`src/dbgcr_pkg.sv`:
```
// constants shared by both ends of the debug command link
// assumes both ends run on the same 25 MHz system clock rate
package dbgcr_pkg;
    // device register addresses on the link
    localparam logic [7:0] ADDR_WRITE_DATA_U = 8'h13;
    localparam logic [7:0] ADDR_WRITE_DATA_H = 8'h14;
    localparam logic [7:0] ADDR_WRITE_DATA_L = 8'h15;
    localparam logic [7:0] ADDR_CPU_COMMAND = 8'h16;
    localparam logic [7:0] ADDR_BUS_GRANT_CONTROL = 8'h17;
    localparam logic [7:0] ADDR_INJECT_BYTE_4 = 8'h21;
    localparam logic [7:0] ADDR_INJECT_BYTE_3 = 8'h22;
    localparam logic [7:0] ADDR_INJECT_BYTE_2 = 8'h23;
    localparam logic [7:0] ADDR_INJECT_BYTE_1 = 8'h24;
    localparam logic [7:0] ADDR_INJECT_BYTE_0_GO = 8'h25;
    localparam logic [7:0] ADDR_MEMORY_STREAM_WRITE = 8'h30;
    // cpu command codes
    localparam logic [7:0] CMD_READ_PC = 8'h07;
    localparam logic [7:0] CMD_SET_LONG = 8'h08;
    localparam logic [7:0] CMD_CLEAR_LONG = 8'h09;
    localparam logic [7:0] CMD_EXCHANGE = 8'h0a;
    localparam logic [7:0] CMD_READ_MEM = 8'h0b;
    localparam logic [7:0] CMD_WRITE_PC = 8'h87;
    localparam logic [7:0] CMD_RESERVED_89 = 8'h89;
    localparam logic [7:0] CMD_RESERVED_8A = 8'h8a;
    localparam logic [7:0] CMD_WRITE_MEM = 8'h8b;
    // bus grant control fields
    localparam int BIT_BUS_GRANT_ENABLE = 7;
    localparam int BIT_FORCE_BUS_GRANT = 6;
    localparam logic [7:0] BUS_GRANT_CONTROL_RESET = 8'h00;
    // link timing
    localparam int CLK_PERIOD_NS = 40;
    localparam int LINK_PERIOD_NS = 320;
    localparam int LINK_HALF_CYCLES = LINK_PERIOD_NS / (2 * CLK_PERIOD_NS);
    localparam logic [2:0] LINK_LAST_BIT = 3'h7;
    // host control registers on axi4-lite
    localparam int HOST_AXI_ADDR_W = 4;
    localparam logic [3:0] HOST_ADDR_OFS = 4'h0;
    localparam logic [3:0] HOST_DATA_OFS = 4'h4;
    localparam logic [3:0] HOST_STATUS_OFS = 4'h8;
    localparam int HOST_BIT_LAST = 8;
    localparam logic [1:0] AXI_RESP_OKAY = 2'h0;
    localparam logic [1:0] AXI_RESP_SLVERR = 2'h2;

    // memory address seen by a debug memory access
    function automatic logic [23:0] dbgcr_mem_addr(input logic long_mode,
                                                   input logic [7:0] base,
                                                   input logic [23:0] pc);
        return long_mode ? pc : {base, pc[15:0]};
    endfunction : dbgcr_mem_addr
endpackage : dbgcr_pkg

```
`src/dbgcr_link_if.sv`:
```
// serial debug link between debug master and device
// assumes the master alone drives all three wires
`timescale 1ns/1ps
interface dbgcr_link_if;
    logic lnk_clk;
    logic lnk_frame_n;
    logic lnk_data;
    modport host (output lnk_clk, output lnk_frame_n, output lnk_data);
    modport device (input lnk_clk, input lnk_frame_n, input lnk_data);
endinterface : dbgcr_link_if

```
`src/dbgcr_device.sv`:
```
// device end: write-only debug command registers of the cpu debug port
// assumes a halted cpu behind the memory and inject ports, same clock
// What this block does
// - command 09 clears long address mode
// - command 0A swaps primary and alternate registers
// - command 0B reads memory at pc, increments
// - command 8B writes low data byte, increments pc
// - master exchanges banks before reading alternates
// - master writes bus control only in break
// - enable clear: bus requests ignored, grant only by force bit
// - enable set: grant after current operation ends
// - force bit grants buses; clearing returns them
// - byte 0 write runs one instruction, stops
// - bytes fetched 0 first, then 1 to 4
// - master loads needed bytes, six-byte instructions impossible
// - inject bytes 4..0 at ascending addresses 21h-25h
// - stream byte goes to mode dependent address
// - pc increments after each streamed byte
// - stream address never auto-increments
// - command write starts operation at once
// - reads fill result, writes use data registers
`timescale 1ns/1ps
module dbgcr_device (
    // system
    input wire logic I_CLK,
    input wire logic I_RST,
    input wire logic I_CE,
    // debug link
    dbgcr_link_if.device lnk,
    // cpu state
    input wire logic [7:0] i_MEMORY_BASE,
    output logic o_LONG_ADDRESS_MODE,
    output logic [23:0] o_PC,
    output logic o_REGISTER_EXCHANGE,
    output logic [23:0] o_READ_RESULT,
    output logic o_BUSY,
    // memory access
    output logic o_MEM_REQ,
    output logic o_MEM_WE,
    output logic [23:0] o_MEM_ADDR,
    output logic [7:0] o_MEM_WDATA,
    input wire logic i_MEM_ACK,
    input wire logic [7:0] i_MEM_RDATA,
    // instruction injection
    output logic o_INJECT_GO,
    output logic [39:0] o_INJECT_BYTES,
    input wire logic i_INJECT_DONE,
    // external bus sharing
    input wire logic i_EXT_BUS_REQUEST,
    output logic o_EXT_BUS_GRANT
);

    typedef enum logic [1:0] {
        ST_IDLE,
        ST_MEM_RD,
        ST_MEM_WR,
        ST_INJECT
    } dbgcr_dev_st_t;

    typedef struct packed {
        logic [2:0] lclk;
        logic [1:0] frm;
        logic [1:0] dat;
        logic [1:0] req;
        logic [7:0] shift;
        logic [2:0] bit_cnt;
        logic have_addr;
        logic [7:0] reg_addr;
        logic [7:0] wr_u;
        logic [7:0] wr_h;
        logic [7:0] wr_l;
        logic [4:0][7:0] inj;
        logic grant_en;
        logic force_grant;
        logic grant;
        logic long_mode;
        logic [23:0] pc;
        logic [23:0] rd;
        dbgcr_dev_st_t st;
        logic [7:0] mem_wdata;
        logic exch;
        logic go;
    } dbgcr_dev_state_t;

    dbgcr_dev_state_t r;
    dbgcr_dev_state_t next_r;

    always_comb begin
        logic [7:0] byte_in;
        byte_in = {r.shift[6:0], r.dat[1]};
        next_r = r;
        next_r.exch = 1'b0;
        next_r.go = 1'b0;
        // first stages feed only the second stages
        next_r.lclk = {r.lclk[1:0], lnk.lnk_clk};
        next_r.frm = {r.frm[0], lnk.lnk_frame_n};
        next_r.dat = {r.dat[0], lnk.lnk_data};
        next_r.req = {r.req[0], i_EXT_BUS_REQUEST};

        if (r.frm[1]) begin
            // frame closed: next byte of a new frame is an address
            next_r.bit_cnt = 3'h0;
            next_r.have_addr = 1'b0;
        end else if (r.lclk[1] && !r.lclk[2]) begin
            next_r.shift = byte_in;
            next_r.bit_cnt = r.bit_cnt + 3'h1;
            if (r.bit_cnt == dbgcr_pkg::LINK_LAST_BIT) begin
                if (!r.have_addr) begin
                    next_r.reg_addr = byte_in;
                    next_r.have_addr = 1'b1;
                end else begin
                    unique case (r.reg_addr)
                        dbgcr_pkg::ADDR_WRITE_DATA_U: begin
                            next_r.wr_u = byte_in;
                        end
                        dbgcr_pkg::ADDR_WRITE_DATA_H: begin
                            next_r.wr_h = byte_in;
                        end
                        dbgcr_pkg::ADDR_WRITE_DATA_L: begin
                            next_r.wr_l = byte_in;
                        end
                        dbgcr_pkg::ADDR_CPU_COMMAND: begin
                            // commands while busy are dropped, the master polls busy
                            if (r.st == ST_IDLE) begin
                                unique case (byte_in)
                                    dbgcr_pkg::CMD_READ_PC: begin
                                        next_r.rd = r.pc;
                                    end
                                    dbgcr_pkg::CMD_SET_LONG: begin
                                        next_r.long_mode = 1'b1;
                                    end
                                    dbgcr_pkg::CMD_CLEAR_LONG: begin
                                        next_r.long_mode = 1'b0;
                                    end
                                    dbgcr_pkg::CMD_EXCHANGE: begin
                                        next_r.exch = 1'b1;
                                    end
                                    dbgcr_pkg::CMD_READ_MEM: begin
                                        next_r.st = ST_MEM_RD;
                                    end
                                    dbgcr_pkg::CMD_WRITE_PC: begin
                                        next_r.pc = {r.wr_u, r.wr_h, r.wr_l};
                                    end
                                    dbgcr_pkg::CMD_WRITE_MEM: begin
                                        next_r.st = ST_MEM_WR;
                                        next_r.mem_wdata = r.wr_l;
                                    end
                                    dbgcr_pkg::CMD_RESERVED_89,
                                    dbgcr_pkg::CMD_RESERVED_8A: begin
                                        next_r.st = r.st;
                                    end
                                    default: begin
                                        next_r.st = r.st;
                                    end
                                endcase
                            end
                        end
                        dbgcr_pkg::ADDR_BUS_GRANT_CONTROL: begin
                            next_r.grant_en = byte_in[dbgcr_pkg::BIT_BUS_GRANT_ENABLE];
                            next_r.force_grant = byte_in[dbgcr_pkg::BIT_FORCE_BUS_GRANT];
                        end
                        dbgcr_pkg::ADDR_INJECT_BYTE_4: begin
                            next_r.inj[4] = byte_in;
                        end
                        dbgcr_pkg::ADDR_INJECT_BYTE_3: begin
                            next_r.inj[3] = byte_in;
                        end
                        dbgcr_pkg::ADDR_INJECT_BYTE_2: begin
                            next_r.inj[2] = byte_in;
                        end
                        dbgcr_pkg::ADDR_INJECT_BYTE_1: begin
                            next_r.inj[1] = byte_in;
                        end
                        dbgcr_pkg::ADDR_INJECT_BYTE_0_GO: begin
                            next_r.inj[0] = byte_in;
                            if (r.st == ST_IDLE) begin
                                next_r.st = ST_INJECT;
                                next_r.go = 1'b1;
                            end
                        end
                        dbgcr_pkg::ADDR_MEMORY_STREAM_WRITE: begin
                            if (r.st == ST_IDLE) begin
                                next_r.st = ST_MEM_WR;
                                next_r.mem_wdata = byte_in;
                            end
                        end
                        default: begin
                            next_r.st = r.st;
                        end
                    endcase
                    // streaming target keeps its address
                    if (r.reg_addr != dbgcr_pkg::ADDR_MEMORY_STREAM_WRITE) begin
                        next_r.reg_addr = r.reg_addr + 8'h01;
                    end
                end
            end
        end

        // operations in flight
        unique case (r.st)
            ST_IDLE: begin
                next_r.st = next_r.st;
            end
            ST_MEM_RD, ST_MEM_WR: begin
                if (i_MEM_ACK && !r.grant) begin
                    if (r.st == ST_MEM_RD) begin
                        next_r.rd = {16'h0000, i_MEM_RDATA};
                    end
                    next_r.pc = r.pc + 24'h000001;
                    next_r.st = ST_IDLE;
                end
            end
            ST_INJECT: begin
                // cpu stopped again after its single instruction
                if (i_INJECT_DONE) begin
                    next_r.st = ST_IDLE;
                end
            end
        endcase

        // request grant waits for idle; force overrides everything
        next_r.grant = r.force_grant
            | (r.grant_en & r.req[1] & (r.st == ST_IDLE));
    end

    always_ff @(posedge I_CLK) begin
        if (I_RST) begin
            r <= '0;
        end else if (I_CE) begin
            r <= next_r;
        end
    end

    // outputs
    assign o_LONG_ADDRESS_MODE = r.long_mode;
    assign o_PC = r.pc;
    assign o_REGISTER_EXCHANGE = r.exch;
    assign o_READ_RESULT = r.rd;
    assign o_BUSY = (r.st != ST_IDLE);
    // memory access pauses while the buses are given away
    assign o_MEM_REQ = ((r.st == ST_MEM_RD) || (r.st == ST_MEM_WR)) && !r.grant;
    assign o_MEM_WE = (r.st == ST_MEM_WR);
    assign o_MEM_ADDR = dbgcr_pkg::dbgcr_mem_addr(r.long_mode, i_MEMORY_BASE, r.pc);
    assign o_MEM_WDATA = r.mem_wdata;
    assign o_INJECT_GO = r.go;
    // byte 0 in the low lane is fetched first
    assign o_INJECT_BYTES = r.inj;
    assign o_EXT_BUS_GRANT = r.grant;

endmodule : dbgcr_device

```
`src/flat_wrapper.sv`:
```
// flat-port wrapper written by rule: the top's interface ports become plain ports
module dbgcr_device_flat 
  (I_CLK, I_RST, I_CE, i_MEMORY_BASE, o_LONG_ADDRESS_MODE, o_PC, o_REGISTER_EXCHANGE, o_READ_RESULT, o_BUSY, o_MEM_REQ, o_MEM_WE, o_MEM_ADDR, o_MEM_WDATA, i_MEM_ACK, i_MEM_RDATA, o_INJECT_GO, o_INJECT_BYTES, i_INJECT_DONE, i_EXT_BUS_REQUEST, o_EXT_BUS_GRANT, lnk_lnk_clk, lnk_lnk_frame_n, lnk_lnk_data);
  dbgcr_link_if lnk_i ();
  input wire logic I_CLK;
  input wire logic I_RST;
  input wire logic I_CE;
  input wire logic [7:0] i_MEMORY_BASE;
  output logic o_LONG_ADDRESS_MODE;
  output logic [23:0] o_PC;
  output logic o_REGISTER_EXCHANGE;
  output logic [23:0] o_READ_RESULT;
  output logic o_BUSY;
  output logic o_MEM_REQ;
  output logic o_MEM_WE;
  output logic [23:0] o_MEM_ADDR;
  output logic [7:0] o_MEM_WDATA;
  input wire logic i_MEM_ACK;
  input wire logic [7:0] i_MEM_RDATA;
  output logic o_INJECT_GO;
  output logic [39:0] o_INJECT_BYTES;
  input wire logic i_INJECT_DONE;
  input wire logic i_EXT_BUS_REQUEST;
  output logic o_EXT_BUS_GRANT;
  input wire logic [$bits(lnk_i.lnk_clk)-1:0] lnk_lnk_clk;
  input wire logic [$bits(lnk_i.lnk_frame_n)-1:0] lnk_lnk_frame_n;
  input wire logic [$bits(lnk_i.lnk_data)-1:0] lnk_lnk_data;
  assign lnk_i.lnk_clk = lnk_lnk_clk;
  assign lnk_i.lnk_frame_n = lnk_lnk_frame_n;
  assign lnk_i.lnk_data = lnk_lnk_data;
  dbgcr_device u_core (.I_CLK(I_CLK), .I_RST(I_RST), .I_CE(I_CE), .lnk(lnk_i), .i_MEMORY_BASE(i_MEMORY_BASE), .o_LONG_ADDRESS_MODE(o_LONG_ADDRESS_MODE), .o_PC(o_PC), .o_REGISTER_EXCHANGE(o_REGISTER_EXCHANGE), .o_READ_RESULT(o_READ_RESULT), .o_BUSY(o_BUSY), .o_MEM_REQ(o_MEM_REQ), .o_MEM_WE(o_MEM_WE), .o_MEM_ADDR(o_MEM_ADDR), .o_MEM_WDATA(o_MEM_WDATA), .i_MEM_ACK(i_MEM_ACK), .i_MEM_RDATA(i_MEM_RDATA), .o_INJECT_GO(o_INJECT_GO), .o_INJECT_BYTES(o_INJECT_BYTES), .i_INJECT_DONE(i_INJECT_DONE), .i_EXT_BUS_REQUEST(i_EXT_BUS_REQUEST), .o_EXT_BUS_GRANT(o_EXT_BUS_GRANT));
endmodule
```
`config.mk`:
```
export PLATFORM = sky130hd
export DESIGN_NAME = dbgcr_device_flat
export DESIGN_NICKNAME = d
export VERILOG_FILES = /design/src/dbgcr_pkg.sv /design/src/dbgcr_link_if.sv /design/src/dbgcr_device.sv /design/src/flat_wrapper.sv
export SDC_FILE = /design/constraint.sdc
export NUM_CORES = 1
export LEC_CHECK = 0
export BUFFER_PORTS_ARGS = -buffer_cell sky130_fd_sc_hd__buf_4
export CAP_MARGIN = 20
export CORE_MARGIN = 2
export CORE_UTILIZATION = 55
export CTS_BUF_LIST = sky130_fd_sc_hd__clkbuf_4
export CTS_CLUSTER_DIAMETER = 200
export DETAILED_ROUTE_END_ITERATION = 8
export PLACE_DENSITY = 0.78
export SETUP_SLACK_MARGIN = 0.15
export SYNTH_ARGS = -nofsm -noshare
export SYNTH_HDL_FRONTEND = slang
export SYNTH_SLANG_ARGS = --single-unit
```
`constraint.sdc`:
```
create_clock -name I_CLK -period 4.6 [get_ports I_CLK]
set_clock_uncertainty 0.2 [all_clocks]
set_input_delay 0.92 -clock I_CLK [delete_from_list [all_inputs] [get_ports I_CLK]]
set_output_delay 0.92 -clock I_CLK [all_outputs]
set_load 0.02 [all_outputs]
```
Yosys cells after proc, flatten, opt, wreduce, memory -nomap -nowiden
Cells that the tools add are included.
{ "word_totals": {"ff_bits": 156, "out_inout_bits": 127} }
{ "op_classes": {"add_sub_neg": 3, "n_eq_ne": 27, "muxes": 40, "bitwise_logic": 4, "n_reduce_logical": 28} }
{ "ops": {"columns": ["cell", "n"], "rows": [
  ["2-to-1 mux 60 bit", 4],
  ["2-to-1 mux 24 bit", 4],
  ["2-to-1 mux 48 bit", 2],
  ["2-to-1 mux 8 bit", 11],
  ["2-to-1 mux 78 bit", 1],
  ["2-to-1 mux 75 bit", 1],
  ["2-to-1 mux 66 bit", 1],
  ["2-to-1 mux 59 bit", 1],
  ["AND reduction 6 bit", 9],
  ["2-to-1 mux 50 bit", 1],
  ["equality test 8 x 6 -> 1 bit (second input constant)", 6],
  ["equality test 8 x 5 -> 1 bit (second input constant)", 5],
  ["equality test 8 x 4 -> 1 bit (second input constant)", 4],
  ["adder 24 x 1 -> 24 bit (second input constant)", 1],
  ["equality test 8 bit (second input constant)", 2],
  ["one-hot mux 8 bit (2 select lines)", 1],
  ["one-hot mux 2 bit (3 select lines)", 2],
  ["2-to-1 mux 10 bit", 1],
  ["nonzero test 2 bit", 5],
  ["AND reduction 9 bit", 1],
  ["adder 8 x 1 -> 8 bit (second input constant)", 1],
  ["equality test 8 x 3 -> 1 bit (second input constant)", 1],
  ["inequality test 8 x 6 -> 1 bit (second input constant)", 1],
  ["AND reduction 8 bit", 1],
  ["22 further kinds", 35]
]} }

Logic depth before layout (Yosys ltp)
Gate-level depths: netlist of the first run.
{ "logic_depth": {"word_depth": 11, "depth_mapped": 9, "mapped_depth_nobuf": 7} }

Worst setup path after synthesis of the first run
Ideal clock, no wire load.
{ "synth_path": {"path_type": "in2reg", "startpoint": "input I_CE", "endpoint": "register u_core.r[120] (netlist name)", "setup_time_ps": 128, "arrival_ps": 2436, "t_required_ps": 4272, "setup_slack_ps": 1836, "path_stages": 7, "n_path_buf": 2, "cell_sequence": "clkbuf_1 > nand4bb_1 > clkbuf_1 > nor3_1 > nand3_1 > mux2i_1 > nor2_1"} }
{ "synth_via": {"elab_chain_cells": 1} }
{ "synth_lines": {"columns": ["item", "line", "rtl"], "rows": [
  ["start: declaration", "flat_wrapper.sv:7", "input wire logic I_CE;"],
  ["AND reduction 6 bit (no line)", null, null],
  ["end signal: assignment", "dbgcr_device.sv:230", "r <= next_r;"],
  ["end: declaration", "dbgcr_device.sv:85", "dbgcr_dev_state_t r;"]
]} }
Every way passes these cells.
A chain may end at the register's enable or synchronous reset.

Worst setup path in the final report of the first run
{ "layout_path": {"startpoint": "register u_core.r[10] (netlist name)", "endpoint": "register u_core.r (netlist bit u_core.o_PC[23])"} }
{ "layout_via": {"elab_chain_cells": 9} }
{ "layout_lines": {"columns": ["item", "line", "rtl"], "rows": [
  ["logical NOT 2 bit", "dbgcr_device.sv:124", "if (r.st == ST_IDLE) begin"],
  ["2-to-1 mux 59 bit", "dbgcr_device.sv:124", null],
  ["2-to-1 mux 48 bit", "dbgcr_device.sv:112", "unique case (r.reg_addr)"],
  ["2-to-1 mux 60 bit", "dbgcr_device.sv:108", "if (!r.have_addr) begin"],
  ["2-to-1 mux 60 bit", "dbgcr_device.sv:107", "if (r.bit_cnt == dbgcr_pkg::LINK_LAST_BIT) begin"],
  ["2-to-1 mux 60 bit", "dbgcr_device.sv:104", "end else if (r.lclk[1] && !r.lclk[2]) begin"],
  ["2-to-1 mux 60 bit", "dbgcr_device.sv:100", "if (r.frm[1]) begin"],
  ["2-to-1 mux 50 bit", "dbgcr_device.sv:205", "if (i_MEM_ACK && !r.grant) begin"],
  ["2-to-1 mux 48 bit *", "dbgcr_device.sv:200", "unique case (r.st)"]
]} }
Every way passes the cells marked *; elsewhere a longest branch is shown, timed or not. The select of a mux whose other input is x is not followed.

==> reports/qor.csv, run 1 <==
metric,value,unit
Int Power,1.772,mW
Final TNS setup,0,ns
I/O Pins,152,
NetSw,0.5462,mW
DRC,0,
total of warnings raised by yosys,0,
worst flop-to-flop path startpoint,u_core.r[10],
Post-CTS Setup Inserts,0,
fmax,304.7,MHz
met1 usage,0.3462,
"Top FF cell, synth",dfxtp_1,
"Reg clk slew, reported paths",0.13,ns
top-area cell type share of the netlist area,0.3879,
CTS tree,done,
hold endpoint,u_core.o_READ_RESULT[8],
largest net degree at the start of global routing,68,
Total Routing Usage GR,0.2507,
Initial Util,0.5582,
register bit total from synthesis,156,
period utilisation layout,0.7135,
VDD IR max,0.0002250,V
die height,125.0,um
MaxCap Viol Count,0,
Critical Path Start Type,flip-flop,
remaining global-route overflow,0,
cts bufs inserted,17,
Max clock buf depth,2,
pwr/cell area,267.5,nW/um^2
final hold slack,0.2958,ns
Worst R2R End,u_core.o_PC[23],
WHS Path Cells,1,
Initial DRC Count,667,
core area,14420,um^2
register area share after synthesis,0.3879,
ANT nets after route,0,
library cells used by synthesis,69,
Worst Hold Class,flip-flop to flip-flop,
Die Footprint,15620,um^2
Slew @ Worst Pin,0.8977,ns
hold wc startpoint,u_core.o_READ_RESULT[8],
global routing's busiest layer,met2,
Root Buffer,clkbuf_4,
Slew Limit Fails,0,
met2 usage,0.3852,
most common cell in the synthesized netlist,dfxtp_1,
Final Setup Violations,0,
leak pwr,3.821,nW
critical path arrival,3.58,ns
clock latency at the later pin of the worst-skew pair,0.58,ns
CTS Sinks,156,
Logic pwr share,0.039,
met3 Track Usage GR,0.06504,
synthesized net count,939,
reg-to-reg setup timing slack,1.32,ns
vias in the first global route,6061,
Clock power frac,0.374,
Post-synth ARST share,0,
hold bufs inserted after CTS,0,
GP Congestion,0.8707,
Area Overhead vs Synth,7.630,%
synthesized area,8051,um^2
largest area contributor in the netlist,dfxtp_1,
H-tree depth,4,
nets,947,
WL final,19960,um
share of layout cells above drive strength 1,0.2305,
relative slew slack,0.4007,
post-detail-place hpwl,13520,um
routed vias,6597,
synth top area cells,"dfxtp_1 (39%), mux2i_1 (11%), buf_4 (11%)",
status,"finished, final reports clean",
Crit path required time,4.90,ns
# rows,44,
cts repair resizes,0,
Final Hold Violating Endpoints,0,
vias per inst,5.949,
first-pass GRT wire length,31980,um
number of cells on the worst reg-to-reg path,7,
synthesized area per cell,8.916,um^2
Die W,125.0,um
Routed WL per cell,18.00,um
sequential power share,0.587,
Buffers on Ports,151,
Post-Syn Instances,903,
post-layout minimum cycle time,3.282,ns
Post-synth top cells,"dfxtp_1 (156), buf_4 (114), nor2_1 (105), mux2i_1 (86), nand2_1 (53)",
1st-pass router iterations,6,
initial antenna violation count,1,
Critical Path Fanout Max,13,
CP Class,flip-flop to flip-flop,
RSZ-0062 raised after global routing,false,
Switching Fraction,0.2357,
crit end category,flip-flop,
Post-synth EDFFs,0,
==> cell type report <==
cell class                 count  area, um^2
timing repair buffer         157        1179
inverter                      24       90.09
sequential                   156        3123
clock buffer                  19       142.6
multi-input combinational    555        3750
clock inverter                13       148.9
tap                          184       230.2
antenna                        1       2.502
fill                        1299        5758
==> metrics by stage <==
step	total power, mW	setup WS [ns]	cells	utilization	area [um^2]
2_1_floorplan	1.444	1.836	903	-	8051
3_5_place_dp	1.480	1.303	1076	0.5804	8372
3_3_place_gp	1.479	1.356	1076	0.5804	8372
6_report	2.318	1.318	1109	0.6008	8666
4_1_cts	2.336	1.418	1108	0.6006	8663
5_1_grt	2.396	1.032	1109	0.6008	8666
==> cell usage in the layout (no fill, tap or decap), types with 4 or more instances in the layout <==
cell and count:
buf_4 157, dfxtp_1 156, nor2_1 105, mux2i_1 86, nand2_1 53, a21oi_1 49
nand3_1 24, inv_1 22, nor3_1 19, clkbuf_4 19, a22o_1 16, o21ai_0 11
a211oi_1 11, nand4_1 11, ha_1 11, a31oi_1 10, mux2_2 9, o221a_2 9
o22ai_1 9, a31o_1 8, o21ai_1 8, and2_1 7, clkinv_1 6, or3_1 6
nand2b_1 5, o31ai_1 5, and4_1 5, nor2b_1 4, and3b_1 4, nand4b_1 4
and3_1 4, or4_1 4, a32oi_1 4, nor4_1 4, a221oi_1 4
==> routing by layer <==
metal / wire, um / part of all wire
met1: 8774 / 0.44
met2: 9022 / 0.45
met3: 1795 / 0.090
met4: 368 / 0.018
met5: 0 / 0
==> critical path, cell delays in order (launching register included) <==
cell and delay, ns:
dfxtp_1 0.38, inv_1 0.10, ha_1 0.32, nor3b_1 0.35, nand4_1 0.55, o31ai_1 0.91, a21oi_1 0.13, nor4_1 0.27
==> worst max path at each step <==
stage                  from         endpoint  cells after the start
2_1_floorplan          I_CE    u_core.r[120]                      7
3_3_place_gp           I_CE  u_core.o_PC[23]                      7
3_5_place_dp           I_CE  u_core.o_PC[23]                      7
4_1_cts        u_core.r[10]  u_core.o_PC[23]                      7
5_1_grt        u_core.r[10]  u_core.o_PC[23]                      7
6_report       u_core.r[10]  u_core.o_PC[23]                      7
==> registers in the layout, summed over array words and instances, names as in the netlist <==
signal,flops
u_core.r,51
u_core.o_INJECT_BYTES,40
u_core.o_PC,24
u_core.o_READ_RESULT,24
u_core.o_MEM_WDATA,8
u_core.next_r,5
u_core.o_EXT_BUS_GRANT,1
u_core.o_INJECT_GO,1
u_core.o_LONG_ADDRESS_MODE,1
u_core.o_REGISTER_EXCHANGE,1
==> power by group through the flow <==
stage / clock, mW / combinational, mW / sequential (mW)
after floorplan: 0 / 0.0559 / 1.39
after global placement: 0 / 0.0879 / 1.39
after detailed placement: 0 / 0.0893 / 1.39
after CTS: 0.886 / 0.0894 / 1.36
after global routing: 0.936 / 0.0979 / 1.36
final: 0.867 / 0.0904 / 1.36
==> cell families after synthesis <==
logic type,after synthesis,share of synthesized area
multiplexers,95,0.1195
AND/OR/NAND/NOR,278,0.1773
flip-flops,156,0.3879
adder cells (fa/ha/maj),11,0.01709
AO/OA/AOI/OAI,171,0.1518
buffers and inverters,192,0.1464
No activity file was read; power rests on OpenSTA's default activity.
==> inputs of run 2 (changes only) <==
--- a/config.mk
+++ b/config.mk
@@ -8,7 +8,7 @@
 export BUFFER_PORTS_ARGS = -buffer_cell sky130_fd_sc_hd__buf_4
 export CAP_MARGIN = 20
 export CORE_MARGIN = 2
-export CORE_UTILIZATION = 55
+export CORE_UTILIZATION = 52
 export CTS_BUF_LIST = sky130_fd_sc_hd__clkbuf_4
 export CTS_CLUSTER_DIAMETER = 200
 export DETAILED_ROUTE_END_ITERATION = 8
==> constraint.sdc (replaced) <==
create_clock -name I_CLK -period 2.7 [get_ports I_CLK]
set_clock_uncertainty 0.2 [all_clocks]
set_input_delay 0.54 -clock I_CLK [delete_from_list [all_inputs] [get_ports I_CLK]]
set_output_delay 0.54 -clock I_CLK [all_outputs]
set_load 0.02 [all_outputs]
==> run 2 against run 1 <==
Non-clock buffer count rose by 44. Clock-buffer cell count stayed put. Combinational power up 89%. Die area increased by 5.6%. Sequential share of layout area shrank 1.5 points. Critical path depth fell by 3. Power is 71% higher. Clock power rose by 72%. Routed wire length up 3.7%. Critical endpoint is now o_MEM_REQ.
==> reports/qor.csv, run 2 (synthesized netlist as in run 1, its figures left out) <==
metric,value,unit
first-pass GRT wire length,32610,um
Final TNS setup,0,ns
pwr/cell area,438.4,nW/um^2
Initial DRC Count,709,
Buffers on Ports,151,
fmax,402.6,MHz
Overall Power,3.973,mW
ANT nets after route,0,
met1 usage,0.3292,
worst flop-to-flop path startpoint,u_core.r[135],
Crit path required time,1.96,ns
largest net degree at the start of global routing,88,
critical path arrival,1.74,ns
H-tree depth,4,
hold endpoint,u_core.next_r[155],
max FFs per register,51,
# rows,45,
GP Congestion,0.9119,
Largest Register,u_core.r,
period utilisation layout,0.9199,
crit path cell chain,"inv_1, ha_1, nor2b_2, buf_4",
MaxCap Viol Count,0,
die height,128.4,um
vias in the first global route,6304,
Post-CTS Setup Inserts,0,
leak pwr,4.046,nW
Final Hold Violating Endpoints,0,
number of cells on the worst reg-to-reg path,6,
cts bufs inserted,17,
post-detail-place hpwl,14520,um
share of layout cells above drive strength 1,0.2727,
reg-to-reg setup timing slack,0.22,ns
CP Class,flip-flop to primary output,
post-layout minimum cycle time,2.484,ns
CTS Sinks,156,
Die Footprint,16500,um^2
status,"finished, final reports clean",
Slew @ Worst Pin,0.6156,ns
RSZ-0062 raised after global routing,true,
"commonest non-fill, non-tap cell in the layout",buf_4,
routed vias,6813,
cell area after placement,8690,um^2
relative slew slack,0.5881,
Die W,128.4,um
hold wc startpoint,I_CE,
fin util,0.5983,
WL final,20700,um
Critical Path Fanout Max,5,
CTS tree,done,
Routed WL per cell,17.89,um
nets,991,
global routing's busiest layer,met2,
initial antenna violation count,1,
filler cell count,1316,
met2 usage,0.3899,
Total Routing Usage GR,0.2478,
DRC,0,
Critical Path Start Type,flip-flop,
Max clock buf depth,2,
Final Setup Violations,0,
Area Overhead vs Synth,12.54,%
remaining global-route overflow,0,
Final Instance Area,9061,um^2
1st-pass router iterations,6,
Worst Hold Class,input port to flip-flop,
WHS Path Cells,3,
Worst R2R End,u_core.o_INJECT_BYTES[11],
Critical Path Max Stage Delay,0.40,ns
Slew Limit Fails,0,
Initial Util,0.5316,
CP max-delay cell,dfxtp_2,
VDD IR max,0.0004061,V
core area,15150,um^2
"Reg clk slew, reported paths",0.13,ns
vias per inst,5.889,
most frequent cells in the layout,"buf_4 (196), dfxtp_1 (153), nor2_1 (105)",
met3 Track Usage GR,0.05863,
clock latency at the later pin of the worst-skew pair,0.58,ns
crit end category,primary output,
I/O Pins,152,
Root Buffer,clkbuf_4,
run 2: changes by cell type in the layout (fill, tap and decap cells not counted), sizes merged:
| cell | change |
|---|---|
| dlygate4sd3 | +4 |
| clkinv | -1 |
| clkinvlp | +1 |
| buf | +40 |
run 2: area by class of cell:
class,instances,area (um^2),area share
diodes,1,2.502,0.0002762
clock buffers,19,142.6,0.01574
well taps,188,235.2,0.02596
multi-input cells,555,3781,0.4173
repair buffers,201,1531,0.1690
flip-flops and latches,156,3129,0.3453
clock inverters,13,148.9,0.01643
inverters,24,90.09,0.009942
run 2: worst max path at each step:
stage / end / slack [ns] / startpoint / depth (start not counted)
6_report: o_MEM_REQ / 0.22 / u_core.r[11] / 4
4_1_cts: u_core.o_READ_RESULT[16] / 0.15 / u_core.r[128] / 7
3_5_place_dp: u_core.o_READ_RESULT[21] / 0.17 / u_core.r[128] / 7
2_1_floorplan: u_core.o_READ_RESULT[21] / 0.31 / u_core.r[137] / 9
3_3_place_gp: u_core.o_READ_RESULT[16] / 0.24 / u_core.r[10] / 7
5_1_grt: u_core.o_PC[5] / 0.14 / u_core.r[137] / 8
run 2: where the power goes:
group          internal (mW)  switching (mW)
logic                 0.0695           0.101
registers               2.31         0.00894
clock network          0.651           0.834
run 2: repair_timing:
item	in CTS	in global routing
gates cloned	0	0
setup endpoints to repair	9	51
hold buffers	4	0
gates resized for setup	3	8
hold endpoints to repair	4	0
run 2: layer usage:
| layer | share of wire | routed length [um] |
|---|---|---|
| met1 | 0.44 | 9101 |
| met2 | 0.45 | 9276 |
| met3 | 0.091 | 1880 |
| met4 | 0.021 | 440 |
| met5 | 0 | 0 |
run 2: metrics by stage:
stage | std cells | setup WS [ns] | hold slack, ns
floorplan | 903 | 0.3148 | 0.2504
global placement | 1120 | 0.2398 | 0.2514
detailed placement | 1120 | 0.1700 | 0.2556
CTS | 1156 | 0.1501 | 0.03337
global route | 1157 | 0.1393 | 0.08000
finish | 1157 | 0.2162 | 0.06155
run 2: worst max-delay path: cells and delay by family (launching register included):
| kind | cells | cell delay (ns) |
|---|---|---|
| buffers and inverters | 2 | 0.23 |
| and+or+nand+nor | 1 | 0.18 |
| adders and majority gates | 1 | 0.35 |
| DFF | 1 | 0.40 |
